==> config.mk <==
export PLATFORM = sky130hd
export DESIGN_NAME = backlight_enable_brightness_ctrl
export DESIGN_NICKNAME = d
export VERILOG_FILES = /design/src/shared/backlight_pkg.sv /design/src/design/backlight_enable_brightness_ctrl.sv /design/src/design/pwm_duty_meter.sv /design/src/design/pwm_glitch_filter.sv
export SDC_FILE = /design/constraint.sdc
export NUM_CORES = 1
export LEC_CHECK = 0
export BUFFER_PORTS_ARGS = -buffer_cell sky130_fd_sc_hd__clkbuf_2
export CAP_MARGIN = 20
export CORE_MARGIN = 2
export CORE_UTILIZATION = 40
export CTS_CLUSTER_SIZE = 20
export DETAILED_ROUTE_END_ITERATION = 8
export SYNTH_ARGS = -nofsm -noshare
export SYNTH_HDL_FRONTEND = slang
export SYNTH_SLANG_ARGS = --single-unit
==> constraint.sdc <==
create_clock -name mclk -period 10.6 [get_ports mclk]
set_input_delay 0.53 -clock mclk [delete_from_list [all_inputs] [get_ports mclk]]
set_output_delay 0.53 -clock mclk [all_outputs]
set_load 0.01 [all_outputs]
==> src/shared/backlight_pkg.sv <==
// Constants, register map and state types for the backlight control block.
// Assumes a 100 MHz mclk; every time below is turned into cycles here, except the idle times, which become samples.
package backlight_pkg;

    // ==========================================================
    // Register map
    localparam logic [7:0] ENABLE_ADDR = 8'h10;
    localparam logic [7:0] CONTROL_ADDR = 8'h11;
    localparam logic [7:0] SAMPLE_ADDR = 8'h12;
    localparam logic [7:0] CODE_LO_ADDR = 8'h18;
    localparam logic [7:0] CODE_HI_ADDR = 8'h19;

    localparam logic [3:0] ENABLE_RST = 4'hF;
    localparam logic [7:0] CONTROL_RST = 8'h20;
    localparam logic [7:0] SAMPLE_RST = 8'h00;
    localparam logic [7:0] CODE_RST = 8'h00;

    localparam int CHIP_EN_BIT = 0;
    localparam int STR_LSB = 1;
    localparam int MAP_BIT = 7;
    localparam int MODE_LSB = 5;
    localparam int RATE_LSB = 6;
    localparam int FILT_LSB = 0;

    localparam logic [1:0] SRC_REG = 2'h0;
    localparam logic [1:0] SRC_PWM = 2'h1;
    localparam logic [10:0] CODE_MAX = 11'h7FF;
    localparam logic [3:0] BYTE_BITS = 4'h8;

    // ==========================================================
    // Timing
    localparam int CLK_MHZ = 100;
    localparam int GLITCH1_NS = 100;
    localparam int GLITCH2_NS = 150;
    localparam int GLITCH3_NS = 200;
    localparam logic [4:0] GLITCH1_CYC = 5'(GLITCH1_NS * CLK_MHZ / 1000);
    localparam logic [4:0] GLITCH2_CYC = 5'(GLITCH2_NS * CLK_MHZ / 1000);
    localparam logic [4:0] GLITCH3_CYC = 5'(GLITCH3_NS * CLK_MHZ / 1000);

    localparam int RATE_FAST_KHZ = 24000;
    localparam int RATE_MID_KHZ = 4000;
    localparam int RATE_SLOW_KHZ = 800;
    localparam logic [6:0] DIV_FAST = 7'(CLK_MHZ * 1000 / RATE_FAST_KHZ);
    localparam logic [6:0] DIV_MID = 7'(CLK_MHZ * 1000 / RATE_MID_KHZ);
    localparam logic [6:0] DIV_SLOW = 7'(CLK_MHZ * 1000 / RATE_SLOW_KHZ);

    localparam int IDLE_FAST_US = 600;
    localparam int IDLE_MID_US = 3000;
    localparam int IDLE_SLOW_US = 25000;
    localparam int IDLE_FAST_SMP = IDLE_FAST_US * RATE_FAST_KHZ / 1000;
    localparam int IDLE_MID_SMP = IDLE_MID_US * RATE_MID_KHZ / 1000;
    localparam int IDLE_SLOW_SMP = IDLE_SLOW_US * RATE_SLOW_KHZ / 1000;

    localparam int TURN_ON_US = 3500;
    localparam int TURN_ON_CYC = TURN_ON_US * CLK_MHZ;

    // ==========================================================
    // States
    typedef enum logic [3:0] {
        BUS_IDLE, BUS_ADDR, BUS_AACK, BUS_REG, BUS_PACK,
        BUS_WDATA, BUS_WACK, BUS_RDATA, BUS_RACK
    } bus_state_e;

    typedef enum logic [1:0] {
        DEV_OFF, DEV_STARTUP, DEV_STANDBY, DEV_ACTIVE
    } dev_state_e;

endpackage
==> src/design/backlight_enable_brightness_ctrl.sv <==
// Backlight enable and brightness-source control: register file behind a
// two-wire serial slave, operating state and selection of the LED code.
// Assumes scl, sda, pwm and enable pins are synchronous to mclk and that
// the analog sink applies the mapping to led_code.
`timescale 1ns/100ps
// Functional notes
// Enable pin low: defaults, bus ignored, shutdown
// Enable pin high: device on, writes accepted
// Per-string enable bits, all on at reset
// No strings enabled: LEDs off, standby
// Chip enable zero: LEDs off, disabled
// Reset: chip enabled, PWM source selected
// Mapping select bit, linear by default
// Linear or exponential current mapping
// Standby watches PWM, converts duty to code
// Standby keeps all programmed registers
// Register code from two registers
// Source select: register, PWM or product
// Zero source value: LEDs off, standby
// Selectable PWM glitch rejection width
// PWM inactivity timeout per sample rate
// Backlight on within turn-on delay
// Code zero gives zero current
// Duty measured by counting high samples
module backlight_enable_brightness_ctrl #(
    parameter logic [14:0] IDLE_FAST = 15'(backlight_pkg::IDLE_FAST_SMP),
    parameter logic [14:0] IDLE_MID = 15'(backlight_pkg::IDLE_MID_SMP),
    parameter logic [14:0] IDLE_SLOW = 15'(backlight_pkg::IDLE_SLOW_SMP),
    parameter logic [18:0] TURN_ON = 19'(backlight_pkg::TURN_ON_CYC),
    // Upper six bits of the bus address; value is arbitrary
    parameter logic [5:0] BUS_ADDR_HI = 6'h1B
) (
    input wire logic mclk,
    input wire logic reset_n,
    input wire logic master_enable_pin,
    input wire logic bus_address_select_pin,
    input wire logic scl_in,
    input wire logic sda_in,
    output logic sda_out,
    output logic sda_oe,
    input wire logic pwm_in,
    output logic [10:0] led_code,
    output logic [2:0] string_enable,
    output logic exp_mapping,
    output logic device_enabled,
    output logic device_standby,
    output logic backlight_on
);
    import backlight_pkg::*;

    logic [3:0] en_r;
    logic [7:0] ctl_r, smp_r, code_hi_r;
    logic [2:0] code_lo_r;

    bus_state_e bst_r;
    logic scl_q, sda_q, scl_rise, scl_fall, bus_start, bus_stop;
    logic [3:0] cnt_r;
    logic [7:0] sh_r, rsh_r, ptr_r, rd_byte, rd_next;
    logic rw_r;
    logic wr_stb_r;
    logic [7:0] wr_addr_r, wr_data_r;

    logic [6:0] div_r;
    logic smp_en_r;
    logic pwm_clean, pwm_idle;
    logic [10:0] pwm_code, reg_code, src_code;
    logic [14:0] idle_lim;
    logic [21:0] prod;

    dev_state_e st_r, st_nxt;
    logic [18:0] start_cnt_r;

    function automatic logic [7:0] read_reg(input logic [7:0] a);
        case (a)
            ENABLE_ADDR: read_reg = {4'h0, en_r};
            CONTROL_ADDR: read_reg = ctl_r;
            SAMPLE_ADDR: read_reg = smp_r;
            CODE_LO_ADDR: read_reg = {5'h00, code_lo_r};
            CODE_HI_ADDR: read_reg = code_hi_r;
            default: read_reg = 8'h00;
        endcase
    endfunction

    assign rd_byte = read_reg(ptr_r);
    assign rd_next = read_reg(ptr_r + 8'h01);

    // ==========================================================
    // Serial bus line tracking
    always_ff @(posedge mclk) begin
        if (!reset_n) begin
            scl_q <= 1'b1;
            sda_q <= 1'b1;
        end else begin
            scl_q <= scl_in;
            sda_q <= sda_in;
        end
    end

    assign scl_rise = scl_in && !scl_q;
    assign scl_fall = !scl_in && scl_q;
    assign bus_start = scl_in && scl_q && sda_q && !sda_in;
    assign bus_stop = scl_in && scl_q && !sda_q && sda_in;

    // ==========================================================
    // Serial slave: address, register pointer, then data bytes.
    // The pointer advances after each written byte and each acknowledged read byte so bursts walk the map.
    always_ff @(posedge mclk) begin
        if (!reset_n || !master_enable_pin) begin
            bst_r <= BUS_IDLE;
            cnt_r <= 4'h0;
            sh_r <= 8'h00;
            rsh_r <= 8'h00;
            ptr_r <= 8'h00;
            rw_r <= 1'b0;
            sda_oe <= 1'b0;
            sda_out <= 1'b0;
            wr_stb_r <= 1'b0;
            wr_addr_r <= 8'h00;
            wr_data_r <= 8'h00;
        end else begin
            wr_stb_r <= 1'b0;
            if (bus_start) begin
                bst_r <= BUS_ADDR;
                cnt_r <= 4'h0;
                sda_oe <= 1'b0;
            end else if (bus_stop) begin
                bst_r <= BUS_IDLE;
                sda_oe <= 1'b0;
            end else if (scl_rise) begin
                if (bst_r == BUS_RACK && sda_in) begin
                    bst_r <= BUS_IDLE;
                end else if (bst_r inside {BUS_ADDR, BUS_REG, BUS_WDATA, BUS_RDATA}) begin
                    sh_r <= {sh_r[6:0], sda_in};
                    cnt_r <= cnt_r + 4'h1;
                end
            end else if (scl_fall) begin
                case (bst_r)
                    BUS_ADDR: begin
                        if (cnt_r == BYTE_BITS) begin
                            if (sh_r[7:1] == {BUS_ADDR_HI, bus_address_select_pin}) begin
                                bst_r <= BUS_AACK;
                                rw_r <= sh_r[0];
                                sda_oe <= 1'b1;
                            end else begin
                                bst_r <= BUS_IDLE;
                            end
                        end
                    end
                    BUS_AACK: begin
                        cnt_r <= 4'h0;
                        if (rw_r) begin
                            bst_r <= BUS_RDATA;
                            rsh_r <= rd_byte;
                            sda_oe <= !rd_byte[7];
                        end else begin
                            bst_r <= BUS_REG;
                            sda_oe <= 1'b0;
                        end
                    end
                    BUS_REG: begin
                        if (cnt_r == BYTE_BITS) begin
                            ptr_r <= sh_r;
                            bst_r <= BUS_PACK;
                            sda_oe <= 1'b1;
                        end
                    end
                    BUS_PACK, BUS_WACK: begin
                        bst_r <= BUS_WDATA;
                        cnt_r <= 4'h0;
                        sda_oe <= 1'b0;
                    end
                    BUS_WDATA: begin
                        if (cnt_r == BYTE_BITS) begin
                            wr_stb_r <= 1'b1;
                            wr_addr_r <= ptr_r;
                            wr_data_r <= sh_r;
                            ptr_r <= ptr_r + 8'h01;
                            bst_r <= BUS_WACK;
                            sda_oe <= 1'b1;
                        end
                    end
                    BUS_RDATA: begin
                        if (cnt_r == BYTE_BITS) begin
                            sda_oe <= 1'b0;
                            bst_r <= BUS_RACK;
                        end else begin
                            rsh_r <= {rsh_r[6:0], 1'b0};
                            sda_oe <= !rsh_r[6];
                        end
                    end
                    BUS_RACK: begin
                        ptr_r <= ptr_r + 8'h01;
                        rsh_r <= rd_next;
                        sda_oe <= !rd_next[7];
                        cnt_r <= 4'h0;
                        bst_r <= BUS_RDATA;
                    end
                    default: begin
                    end
                endcase
            end
        end
    end

    // ==========================================================
    // Register file; contents survive standby, only reset or the pin clears them
    always_ff @(posedge mclk) begin
        if (!reset_n || !master_enable_pin) begin
            en_r <= ENABLE_RST;
            ctl_r <= CONTROL_RST;
            smp_r <= SAMPLE_RST;
            code_lo_r <= CODE_RST[2:0];
            code_hi_r <= CODE_RST;
        end else if (wr_stb_r) begin
            case (wr_addr_r)
                ENABLE_ADDR: en_r <= wr_data_r[3:0];
                CONTROL_ADDR: ctl_r <= wr_data_r;
                SAMPLE_ADDR: smp_r <= wr_data_r;
                CODE_LO_ADDR: code_lo_r <= wr_data_r[2:0];
                CODE_HI_ADDR: code_hi_r <= wr_data_r;
                default: begin
                end
            endcase
        end
    end

    // ==========================================================
    // PWM sampling path
    always_comb begin
        case (smp_r[RATE_LSB+:2])
            2'h0: idle_lim = IDLE_SLOW;
            2'h1: idle_lim = IDLE_MID;
            default: idle_lim = IDLE_FAST;
        endcase
    end

    // Sample tick stops in shutdown to save power
    always_ff @(posedge mclk) begin
        if (!reset_n || st_r == DEV_OFF) begin
            div_r <= 7'h00;
            smp_en_r <= 1'b0;
        end else if (div_r >= (smp_r[RATE_LSB+:2] == 2'h0 ? DIV_SLOW :
                               smp_r[RATE_LSB+:2] == 2'h1 ? DIV_MID : DIV_FAST) - 7'h01) begin
            div_r <= 7'h00;
            smp_en_r <= 1'b1;
        end else begin
            div_r <= div_r + 7'h01;
            smp_en_r <= 1'b0;
        end
    end

    pwm_glitch_filter u_filter (
        .mclk(mclk),
        .reset_n(reset_n),
        .pwm_in(pwm_in),
        .filt_sel(smp_r[FILT_LSB+:2]),
        .pwm_clean(pwm_clean)
    );

    pwm_duty_meter u_meter (
        .mclk(mclk),
        .reset_n(reset_n),
        .clear(st_r == DEV_OFF),
        .sample_en(smp_en_r),
        .pwm_level(pwm_clean),
        .idle_limit(idle_lim),
        .duty_code(pwm_code),
        .pwm_idle(pwm_idle)
    );

    // ==========================================================
    // Brightness source
    assign reg_code = {code_hi_r, code_lo_r};
    assign prod = reg_code * pwm_code;

    always_comb begin
        case (ctl_r[MODE_LSB+:2])
            SRC_REG: src_code = reg_code;
            SRC_PWM: src_code = pwm_code;
            default: begin
                // A non-zero product never truncates to zero
                if (reg_code == 11'h000 || pwm_code == 11'h000) begin
                    src_code = 11'h000;
                end else if (prod[21:11] == 11'h000) begin
                    src_code = 11'h001;
                end else begin
                    src_code = prod[21:11];
                end
            end
        endcase
    end

    // ==========================================================
    // Operating state
    always_ff @(posedge mclk) begin
        if (!reset_n || !master_enable_pin) begin
            start_cnt_r <= 19'h00000;
        end else if (start_cnt_r != TURN_ON) begin
            start_cnt_r <= start_cnt_r + 19'h00001;
        end
    end

    always_comb begin
        if (!master_enable_pin || !en_r[CHIP_EN_BIT]) begin
            st_nxt = DEV_OFF;
        end else if (start_cnt_r != TURN_ON) begin
            st_nxt = DEV_STARTUP;
        end else if (en_r[STR_LSB+:3] == 3'h0 || src_code == 11'h000) begin
            st_nxt = DEV_STANDBY;
        end else begin
            st_nxt = DEV_ACTIVE;
        end
    end

    always_ff @(posedge mclk) begin
        if (!reset_n) begin
            st_r <= DEV_OFF;
            led_code <= 11'h000;
            string_enable <= 3'h0;
            exp_mapping <= 1'b0;
            device_enabled <= 1'b0;
            device_standby <= 1'b0;
            backlight_on <= 1'b0;
        end else begin
            st_r <= st_nxt;
            led_code <= st_nxt == DEV_ACTIVE ? src_code : 11'h000;
            string_enable <= st_nxt == DEV_ACTIVE ? en_r[STR_LSB+:3] : 3'h0;
            exp_mapping <= ctl_r[MAP_BIT];
            device_enabled <= st_nxt != DEV_OFF;
            device_standby <= st_nxt == DEV_STANDBY || st_nxt == DEV_STARTUP;
            backlight_on <= st_nxt == DEV_ACTIVE;
        end
    end

    // ==========================================================
    // Checks
    regs_default_a: assert property (@(posedge mclk) disable iff (!reset_n)
        !master_enable_pin |=> en_r == ENABLE_RST && ctl_r == CONTROL_RST && code_hi_r == CODE_RST)
        else $error("Registers not at defaults while disabled");
    bus_quiet_a: assert property (@(posedge mclk) disable iff (!reset_n)
        !master_enable_pin |=> !sda_oe && bst_r == BUS_IDLE)
        else $error("Serial bus active while disabled");
    chip_off_a: assert property (@(posedge mclk) disable iff (!reset_n)
        !en_r[CHIP_EN_BIT] |=> !backlight_on && !device_enabled)
        else $error("LEDs on with chip enable low");
    no_string_a: assert property (@(posedge mclk) disable iff (!reset_n)
        master_enable_pin && en_r[STR_LSB+:3] == 3'h0 |=> !backlight_on && string_enable == 3'h0)
        else $error("LEDs on with no string enabled");
    on_code_a: assert property (@(posedge mclk) disable iff (!reset_n)
        backlight_on |-> led_code != 11'h000 && string_enable != 3'h0 && device_enabled)
        else $error("Backlight on with zero code or no string");
    reg_zero_a: assert property (@(posedge mclk) disable iff (!reset_n)
        ctl_r[MODE_LSB+:2] != SRC_PWM && reg_code == 11'h000 |=> led_code == 11'h000)
        else $error("Zero register code drove LEDs");
    turn_on_a: assert property (@(posedge mclk) disable iff (!reset_n)
        $rose(master_enable_pin) |=> (!backlight_on)[*8])
        else $error("Backlight on before turn-on delay");
    write_take_a: assert property (@(posedge mclk) disable iff (!reset_n)
        wr_stb_r && master_enable_pin && wr_addr_r == CODE_HI_ADDR |=> code_hi_r == $past(wr_data_r))
        else $error("Brightness code write lost");

endmodule

==> src/design/pwm_duty_meter.sv <==
// PWM duty meter: counts high samples over each rising-to-rising period
// and divides them into an 11-bit code; also flags an idle input.
// Assumes sample_en is a one-cycle pulse at the chosen sample rate.
`timescale 1ns/100ps
module pwm_duty_meter (
    input wire logic mclk,
    input wire logic reset_n,
    input wire logic clear,
    input wire logic sample_en,
    input wire logic pwm_level,
    input wire logic [14:0] idle_limit,
    output logic [10:0] duty_code,
    output logic pwm_idle
);
    import backlight_pkg::*;

    logic lvl_q;
    logic [15:0] hi_cnt_r, per_cnt_r, den_r;
    logic [14:0] idle_r;
    logic [16:0] rem_r;
    logic [11:0] quo_r;
    logic [3:0] step_r;
    logic [10:0] duty_r;
    logic start, ge;

    assign start = sample_en && pwm_level && !lvl_q && per_cnt_r != 16'h0000;
    assign ge = rem_r >= {1'b0, den_r};

    // ==========================================================
    // Sample counters
    always_ff @(posedge mclk) begin
        if (!reset_n || clear) begin
            lvl_q <= 1'b0;
            hi_cnt_r <= 16'h0000;
            per_cnt_r <= 16'h0000;
            idle_r <= 15'h0000;
        end else if (sample_en) begin
            lvl_q <= pwm_level;
            if (pwm_level && !lvl_q) begin
                hi_cnt_r <= 16'h0001;
                per_cnt_r <= 16'h0001;
            end else if (!(&per_cnt_r)) begin
                per_cnt_r <= per_cnt_r + 16'h0001;
                hi_cnt_r <= hi_cnt_r + {15'h0000, pwm_level};
            end
            if (pwm_level != lvl_q) begin
                idle_r <= 15'h0000;
            end else if (idle_r != idle_limit) begin
                idle_r <= idle_r + 15'h0001;
            end
        end
    end

    // ==========================================================
    // Serial divider: code = high * 2048 / period, saturated
    // Twelve cycles per period; far shorter than any legal PWM period.
    always_ff @(posedge mclk) begin
        if (!reset_n || clear) begin
            den_r <= 16'h0000;
            rem_r <= 17'h00000;
            quo_r <= 12'h000;
            step_r <= 4'h0;
            duty_r <= 11'h000;
        end else if (start) begin
            den_r <= per_cnt_r;
            rem_r <= {1'b0, hi_cnt_r};
            quo_r <= 12'h000;
            step_r <= 4'hC;
        end else if (step_r != 4'h0) begin
            quo_r <= {quo_r[10:0], ge};
            rem_r <= 17'((ge ? rem_r - {1'b0, den_r} : rem_r) << 1);
            step_r <= step_r - 4'h1;
            if (step_r == 4'h1) begin
                duty_r <= quo_r[10] ? CODE_MAX : {quo_r[9:0], ge};
            end
        end
    end

    assign pwm_idle = idle_r == idle_limit;
    // A stuck-high input counts as full duty, stuck-low as zero
    assign duty_code = pwm_idle ? (lvl_q ? CODE_MAX : 11'h000) : duty_r;

endmodule

==> src/design/pwm_glitch_filter.sv <==
// PWM pulse filter: a level change is taken only after it has held
// for longer than the selected reject width.
// Assumes pwm_in is already synchronous to mclk.
`timescale 1ns/100ps
module pwm_glitch_filter (
    input wire logic mclk,
    input wire logic reset_n,
    input wire logic pwm_in,
    input wire logic [1:0] filt_sel,
    output logic pwm_clean
);
    import backlight_pkg::*;

    logic [4:0] cnt_r;

    function automatic logic [4:0] reject_cyc(input logic [1:0] s);
        case (s)
            2'h1: reject_cyc = GLITCH1_CYC;
            2'h2: reject_cyc = GLITCH2_CYC;
            2'h3: reject_cyc = GLITCH3_CYC;
            default: reject_cyc = 5'h00;
        endcase
    endfunction

    // A mismatch lasting reject_cyc cycles or less is dropped
    always_ff @(posedge mclk) begin
        if (!reset_n) begin
            cnt_r <= 5'h00;
            pwm_clean <= 1'b0;
        end else if (pwm_in == pwm_clean) begin
            cnt_r <= 5'h00;
        end else if (cnt_r >= reject_cyc(filt_sel)) begin
            pwm_clean <= pwm_in;
            cnt_r <= 5'h00;
        end else begin
            cnt_r <= cnt_r + 5'h01;
        end
    end

endmodule

# Word level (Yosys, flattened, before mapping)
# Index checks and enable logic that the tools add are counted.
# classes
addsub	11
multipliers	1
div_mod_pow	0
n_lt_le_gt_ge	3
n_eq_ne	59
shifts	0
n_mux	59
bitwise	9
n_reduce_logical	80
# ops
cell	count
$eq 8x5->1 const B	15
$mux 16	7
$pmux 8 s5	2
$mux 4	14
$mux 11	5
$logic_not 11->1	4
$reduce_and 7->1	5
$mux 15	2
$pmux 15 s2	1
$pmux 4 s7	1
$pmux 8 s3	1
$mul 11x11->22	1
$pmux 11 s2	1
$mux 7	3
$pmux 7 s3	1
$ne 5x4->1 const B	4
$add 19x1->19 const B	1
$ne 19x19->1 const B	1
$reduce_and 2->1	9
$ge 17x16->1	1
$add 16x1->16	1
$add 16x1->16 const B	1
$eq 4x3->1 const B	4
$mux 8	2
51 further kinds	135
# totals
ff_bits	243
latchBits	0
ram_bits	0
mem_bits_ro	0
in_bits	7
out_inout_bits	20
memories	0

# Longest topological paths before layout
# depth
word_depth	16
ltp_mapped	35

# Modules after synthesis
# Synthesis repeated with hierarchy kept, for this count alone.
# unflattened
cells_unflattened	2007
hier_area_um2	16447.0
# modules_own_cells
module	instances	cells_each	area_each_um2	seq_area_each_um2
backlight_enable_brightness_ctrl	1	1250	10467.5	2602.5
pwm_duty_meter	1	715	5605.4	2142.1
pwm_glitch_filter	1	42	374.1	120.1

# Worst setup path before layout
# Ideal clock, no wire load.
# synth_timing
path_kind	register to register
start	reg smp_r[6]
end	reg led_code[10]
setup_time_ns	0.115
arrival_time_ns	8.351
slack_ns	2.134
path_stages_with_launch	31
cell_sequence	dfxtp_1 or2_1 or4_4 a221oi_4 buf_2 nand2_1 o21ai_0 clkbuf_1 nand2_1 fa_1 inv_1 fa_1 fa_1 fa_1 inv_1 fa_1 inv_1 ha_1 clkbuf_1 nand2_1 or4_1 o21a_1 a21o_1 a311oi_2 o2111ai_1 a2111oi_2 nor3b_1 ha_1 nand2_1 inv_1 and2_1
# synth_between
elab_chain_len	16
elab_cells_between_ends	19
# synth_rtl
item	line_no	source
from (decl)	backlight_enable_brightness_ctrl.sv:52	logic [7:0] ctl_r, smp_r, code_hi_r;
from (signal assigned)	backlight_enable_brightness_ctrl.sv:218	SAMPLE_ADDR: smp_r <= wr_data_r;
$eq 2x1->1 / $logic_not 2->1 (equally long branches)	backlight_enable_brightness_ctrl.sv:230	case (smp_r[RATE_LSB+:2])
$pmux 15 s2 *	backlight_enable_brightness_ctrl.sv:230	
$eq 15x15->1 *	pwm_duty_meter.sv:79	assign pwm_idle = idle_r == idle_limit;
$mux 11 *	pwm_duty_meter.sv:81	assign duty_code = pwm_idle ? (lvl_q ? CODE_MAX : 11'h000) : duty_r;
$mul 11x11->22	backlight_enable_brightness_ctrl.sv:274	assign prod = reg_code * pwm_code;
$logic_not 11->1	backlight_enable_brightness_ctrl.sv:284	end else if (prod[21:11] == 11'h000) begin
$mux 11	backlight_enable_brightness_ctrl.sv:284	
$mux 11	backlight_enable_brightness_ctrl.sv:282	if (reg_code == 11'h000 || pwm_code == 11'h000) begin
$pmux 11 s2 *	backlight_enable_brightness_ctrl.sv:277	case (ctl_r[MODE_LSB+:2])
$logic_not 11->1 *	backlight_enable_brightness_ctrl.sv:308	end else if (en_r[STR_LSB+:3] == 3'h0 || src_code == 11'h000) begin
$logic_or 1x1->1 *	backlight_enable_brightness_ctrl.sv:308	
$mux 1 *	backlight_enable_brightness_ctrl.sv:308	
$mux 2 *	backlight_enable_brightness_ctrl.sv:306	end else if (start_cnt_r != TURN_ON) begin
$mux 2 *	backlight_enable_brightness_ctrl.sv:304	if (!master_enable_pin || !en_r[CHIP_EN_BIT]) begin
net st_nxt[0]	backlight_enable_brightness_ctrl.sv:70	dev_state_e st_r, st_nxt;
$eq 2x2->1 *	backlight_enable_brightness_ctrl.sv:326	led_code <= st_nxt == DEV_ACTIVE ? src_code : 11'h000;
$reduce_and 2->1 (no line) *	--	
to (signal assigned)	backlight_enable_brightness_ctrl.sv:326	
to (decl)	backlight_enable_brightness_ctrl.sv:42	output logic [10:0] led_code,
# Mark *: on every way through the listed nets, which the timed path passes. The rest lies on a longest branch.
# A chain may end at the register's enable or synchronous reset.

# Final worst setup path
# layout_timing
start	reg smp_r[7]
end	reg led_code[2]
# The elaborated chain is that of the path after synthesis.

==> impl_metrics.json <==
{
  "fin_skew_ps": 21.48,
  "syn_area_mm2": 0.01647,
  "yosysTopAreaCell": "dfxtp_1",
  "fin_ws_ps": 1297,
  "required_ps": 11060,
  "synth_common_cells": "nand2_1, dfxtp_1, nor2_1",
  "place_congestion": 0.9018,
  "fmax_mhz": 107.5,
  "dpl_worst_slack_ps": 1412,
  "synth_seq_area_share": 0.2953,
  "synth_top_flop_cell": "dfxtp_1",
  "fin_util": 0.4455,
  "yosysTopAreaCellShare": 0.2953,
  "hold_viol": 0,
  "final_area_mm2": 0.01815,
  "h-tree-depth": 1,
  "hold_buffers": 0,
  "cts.path.max_buffers": 3,
  "drv_cap": 0,
  "firstDrtPassIters": 6,
  "syn_inst": 2020,
  "cp-end-kind": "flip-flop",
  "dp_hpwl_mm": 29.28,
  "routed_wl_mm": 40.22,
  "nets": 2201,
  "synthTopCellsByArea": "dfxtp_1, fa_1, ha_1",
  "ant_nets": 0,
  "antenna_found_initial": 0,
  "ys_types": 73,
  "crit_type": "flip-flop to flip-flop",
  "grt_max_degree": 84,
  "fin_crit_ps": 9303,
  "arrival_ps": 9760,
  "synth-seq-cells": 243,
  "postPlaceCellArea_mm2": 0.01709,
  "ir_worst_vdd_uv": 96.88,
  "clkTransAtPathRegs_ps": 60,
  "io_buffer_count": 25,
  "cts-buffers-inserted": 28,
  "finalSetupTns_ps": 0,
  "status": "finished, final reports clean",
  "cts_resized": 0,
  "grt_pass1_vias": 13310,
  "async_flop_share": 0,
  "antenna_cells": 0,
  "hp-class": "input port to flip-flop",
  "drt-vias-per-instance": 5.364,
  "cts_tree": "done",
  "clock_sinks": 243,
  "worst_pin_slew_ps": 1070,
  "fp.coreArea_mm2": 0.04074,
  "wl_per_cell_um": 15.74,
  "relSlewSlack": 0.2839,
  "power_density_mw_per_mm2": 110.9,
  "grt_overflow_total": 0,
  "yosys_warnings": 0,
  "synth-edff-count": 0,
  "hold_ws_ps": 215.0,
  "period_share": 0.8777,
  "vias": 13710,
  "grt_pass1_wl_mm": 67.71,
  "setup_viol": 0,
  "grt.total_usage": 0.1920,
  "layout-drive-gt1-share": 0.06028,
  "critPathMaxFanout": 13,
  "synth_area_per_cell_um2": 8.154,
  "fp-row-count": 74,
  "slew_viol_final": 0,
  "fp.dieW_um": 206.9,
  "syn_to_final_growth_pct": 10.19,
  "worstSetupStartpointType": "flip-flop",
  "drtIter0Drc": 916,
  "io_pins": 27,
  "root_buffer": "clkbuf_16",
  "drc_errors": 0,
  "dieArea_mm2": 0.04282,
  "die_h_um": 206.9,
  "post-cts-setup-buffers": 0,
  "insertion_delay_ps": 560,
  "rsz0062_at_grt": "no",
  "yosys.cell_count.top_type": "nand2_1",
  "start_util": 0.4043,
  "p_leak_nw": 7.248,
  "syn-num-nets": 2219
}
==> layout by cell type, fill, tap and decap left out, types with 14 or more instances in the layout <==
| cell | instances |
|---|---|
| a211oi_1 | 26 |
| a21oi_1 | 137 |
| and2_1 | 22 |
| and3_1 | 30 |
| buf_4 | 21 |
| clkbuf_16 | 28 |
| clkbuf_2 | 25 |
| dfxtp_1 | 243 |
| fa_1 | 80 |
| ha_1 | 112 |
| inv_1 | 155 |
| mux2i_1 | 66 |
| nand2_1 | 254 |
| nand2b_1 | 22 |
| nand3_1 | 53 |
| nand4_1 | 26 |
| nor2_1 | 212 |
| nor2b_1 | 66 |
| nor3_1 | 25 |
| nor4_1 | 14 |
| o21ai_0 | 88 |
| or3_1 | 19 |
| xnor2_1 | 28 |
| xor2_1 | 60 |
==> path summary, 6_finish.rpt <==
kind	cells after the start	slack [ps]	to	start
hold reg to reg	2	450	wr_addr_r[7]$_SDFFE_PP0P_	wr_addr_r[7]$_SDFFE_PP0P_
setup / recovery	27	1300	led_code[2]$_SDFF_PN0_	smp_r[7]$_SDFFE_PP0P_
setup reg to reg	27	1300	led_code[2]$_SDFF_PN0_	smp_r[7]$_SDFFE_PP0P_
hold / removal	3	220	scl_q$_SDFF_PN1_	scl_in
==> flip-flops by register name (all words and copies together) (netlist names), 4 cells and up <==
name / flops
wr_addr_r: 8
code_hi_r: 8
u_meter.step_r: 4
bst_r: 4
u_meter.quo_r: 11
u_meter.hi_cnt_r: 16
cnt_r: 4
start_cnt_r: 19
led_code: 11
div_r: 7
ptr_r: 8
sh_r: 8
rsh_r: 7
u_meter.den_r: 16
u_meter.per_cnt_r: 16
u_filter.cnt_r: 5
u_meter.rem_r: 17
ctl_r: 8
u_meter.duty_r: 11
wr_data_r: 8
en_r: 4
smp_r: 8
u_meter.idle_r: 15
==> worst max-delay path, cell delays in order, from the launching register on <==
cell,delay [ps]
dfxtp_1,440
or2_1,330
or4_4,450
a221oi_4,640
mux2i_1,920
nor2b_1,150
fa_1,570
fa_1,440
fa_1,530
fa_1,540
inv_1,60
fa_1,530
inv_1,50
ha_1,400
nand2_1,150
o21ai_0,380
nand2_1,120
nand3b_1,110
a31oi_1,60
a311oi_2,350
o22ai_1,150
or4_1,570
a2111oi_2,330
nor3b_1,110
ha_1,230
nand2_1,230
inv_1,150
and2_1,180
==> layer usage <==
layer | global-route usage | vias to the layer above | wire, um
met5 | 0 | - | 0
met4 | 0.05193 | 0 | 1015
met3 | 0.02732 | 71 | 2124
met2 | 0.3146 | 341 | 18030
met1 | 0.2644 | 6449 | 19050
li1 | - | 6849 | -
==> metrics by stage <==
step | std cells | power [mW]
3_5_place_dp | 2500 | 0.9673
5_1_grt | 2556 | 2.076
3_3_place_gp | 2498 | 0.9657
2_1_floorplan | 2020 | 0.9560
6_report | 2556 | 2.013
4_1_cts | 2552 | 2.037
==> where the power goes <==
part / total (mW) / leakage, nW / switching [mW] / internal, mW
sequential: 0.918 / 1.96 / 0.00261 / 0.915
combinational: 0.0289 / 4.79 / 0.0214 / 0.00750
clock: 1.07 / 0.495 / 0.417 / 0.649
==> cell type report <==
| cell class | instances | area [um^2] |
|---|---|---|
| inverters | 155 | 581.8 |
| clock buffers | 31 | 732.0 |
| repair buffers | 51 | 342.8 |
| clock inverters | 21 | 294.0 |
| flip-flops and latches | 243 | 4865 |
| fillers | 3984 | 22590 |
| well taps | 532 | 665.6 |
| multi-input cells | 1523 | 10670 |
==> cells by family after synthesis <==
group	count (synthesis)	synth area share
other	1	0.0002277
buffers and inverters	254	0.05826
AOI/OAI and AO/OA	379	0.1442
xor gates and xnor gates	88	0.04679
muxes	70	0.04307
DFF	243	0.2953
and+or+nand+nor	793	0.2298
adders and majority gates	192	0.1823
(Power assumes the default switching activity.)
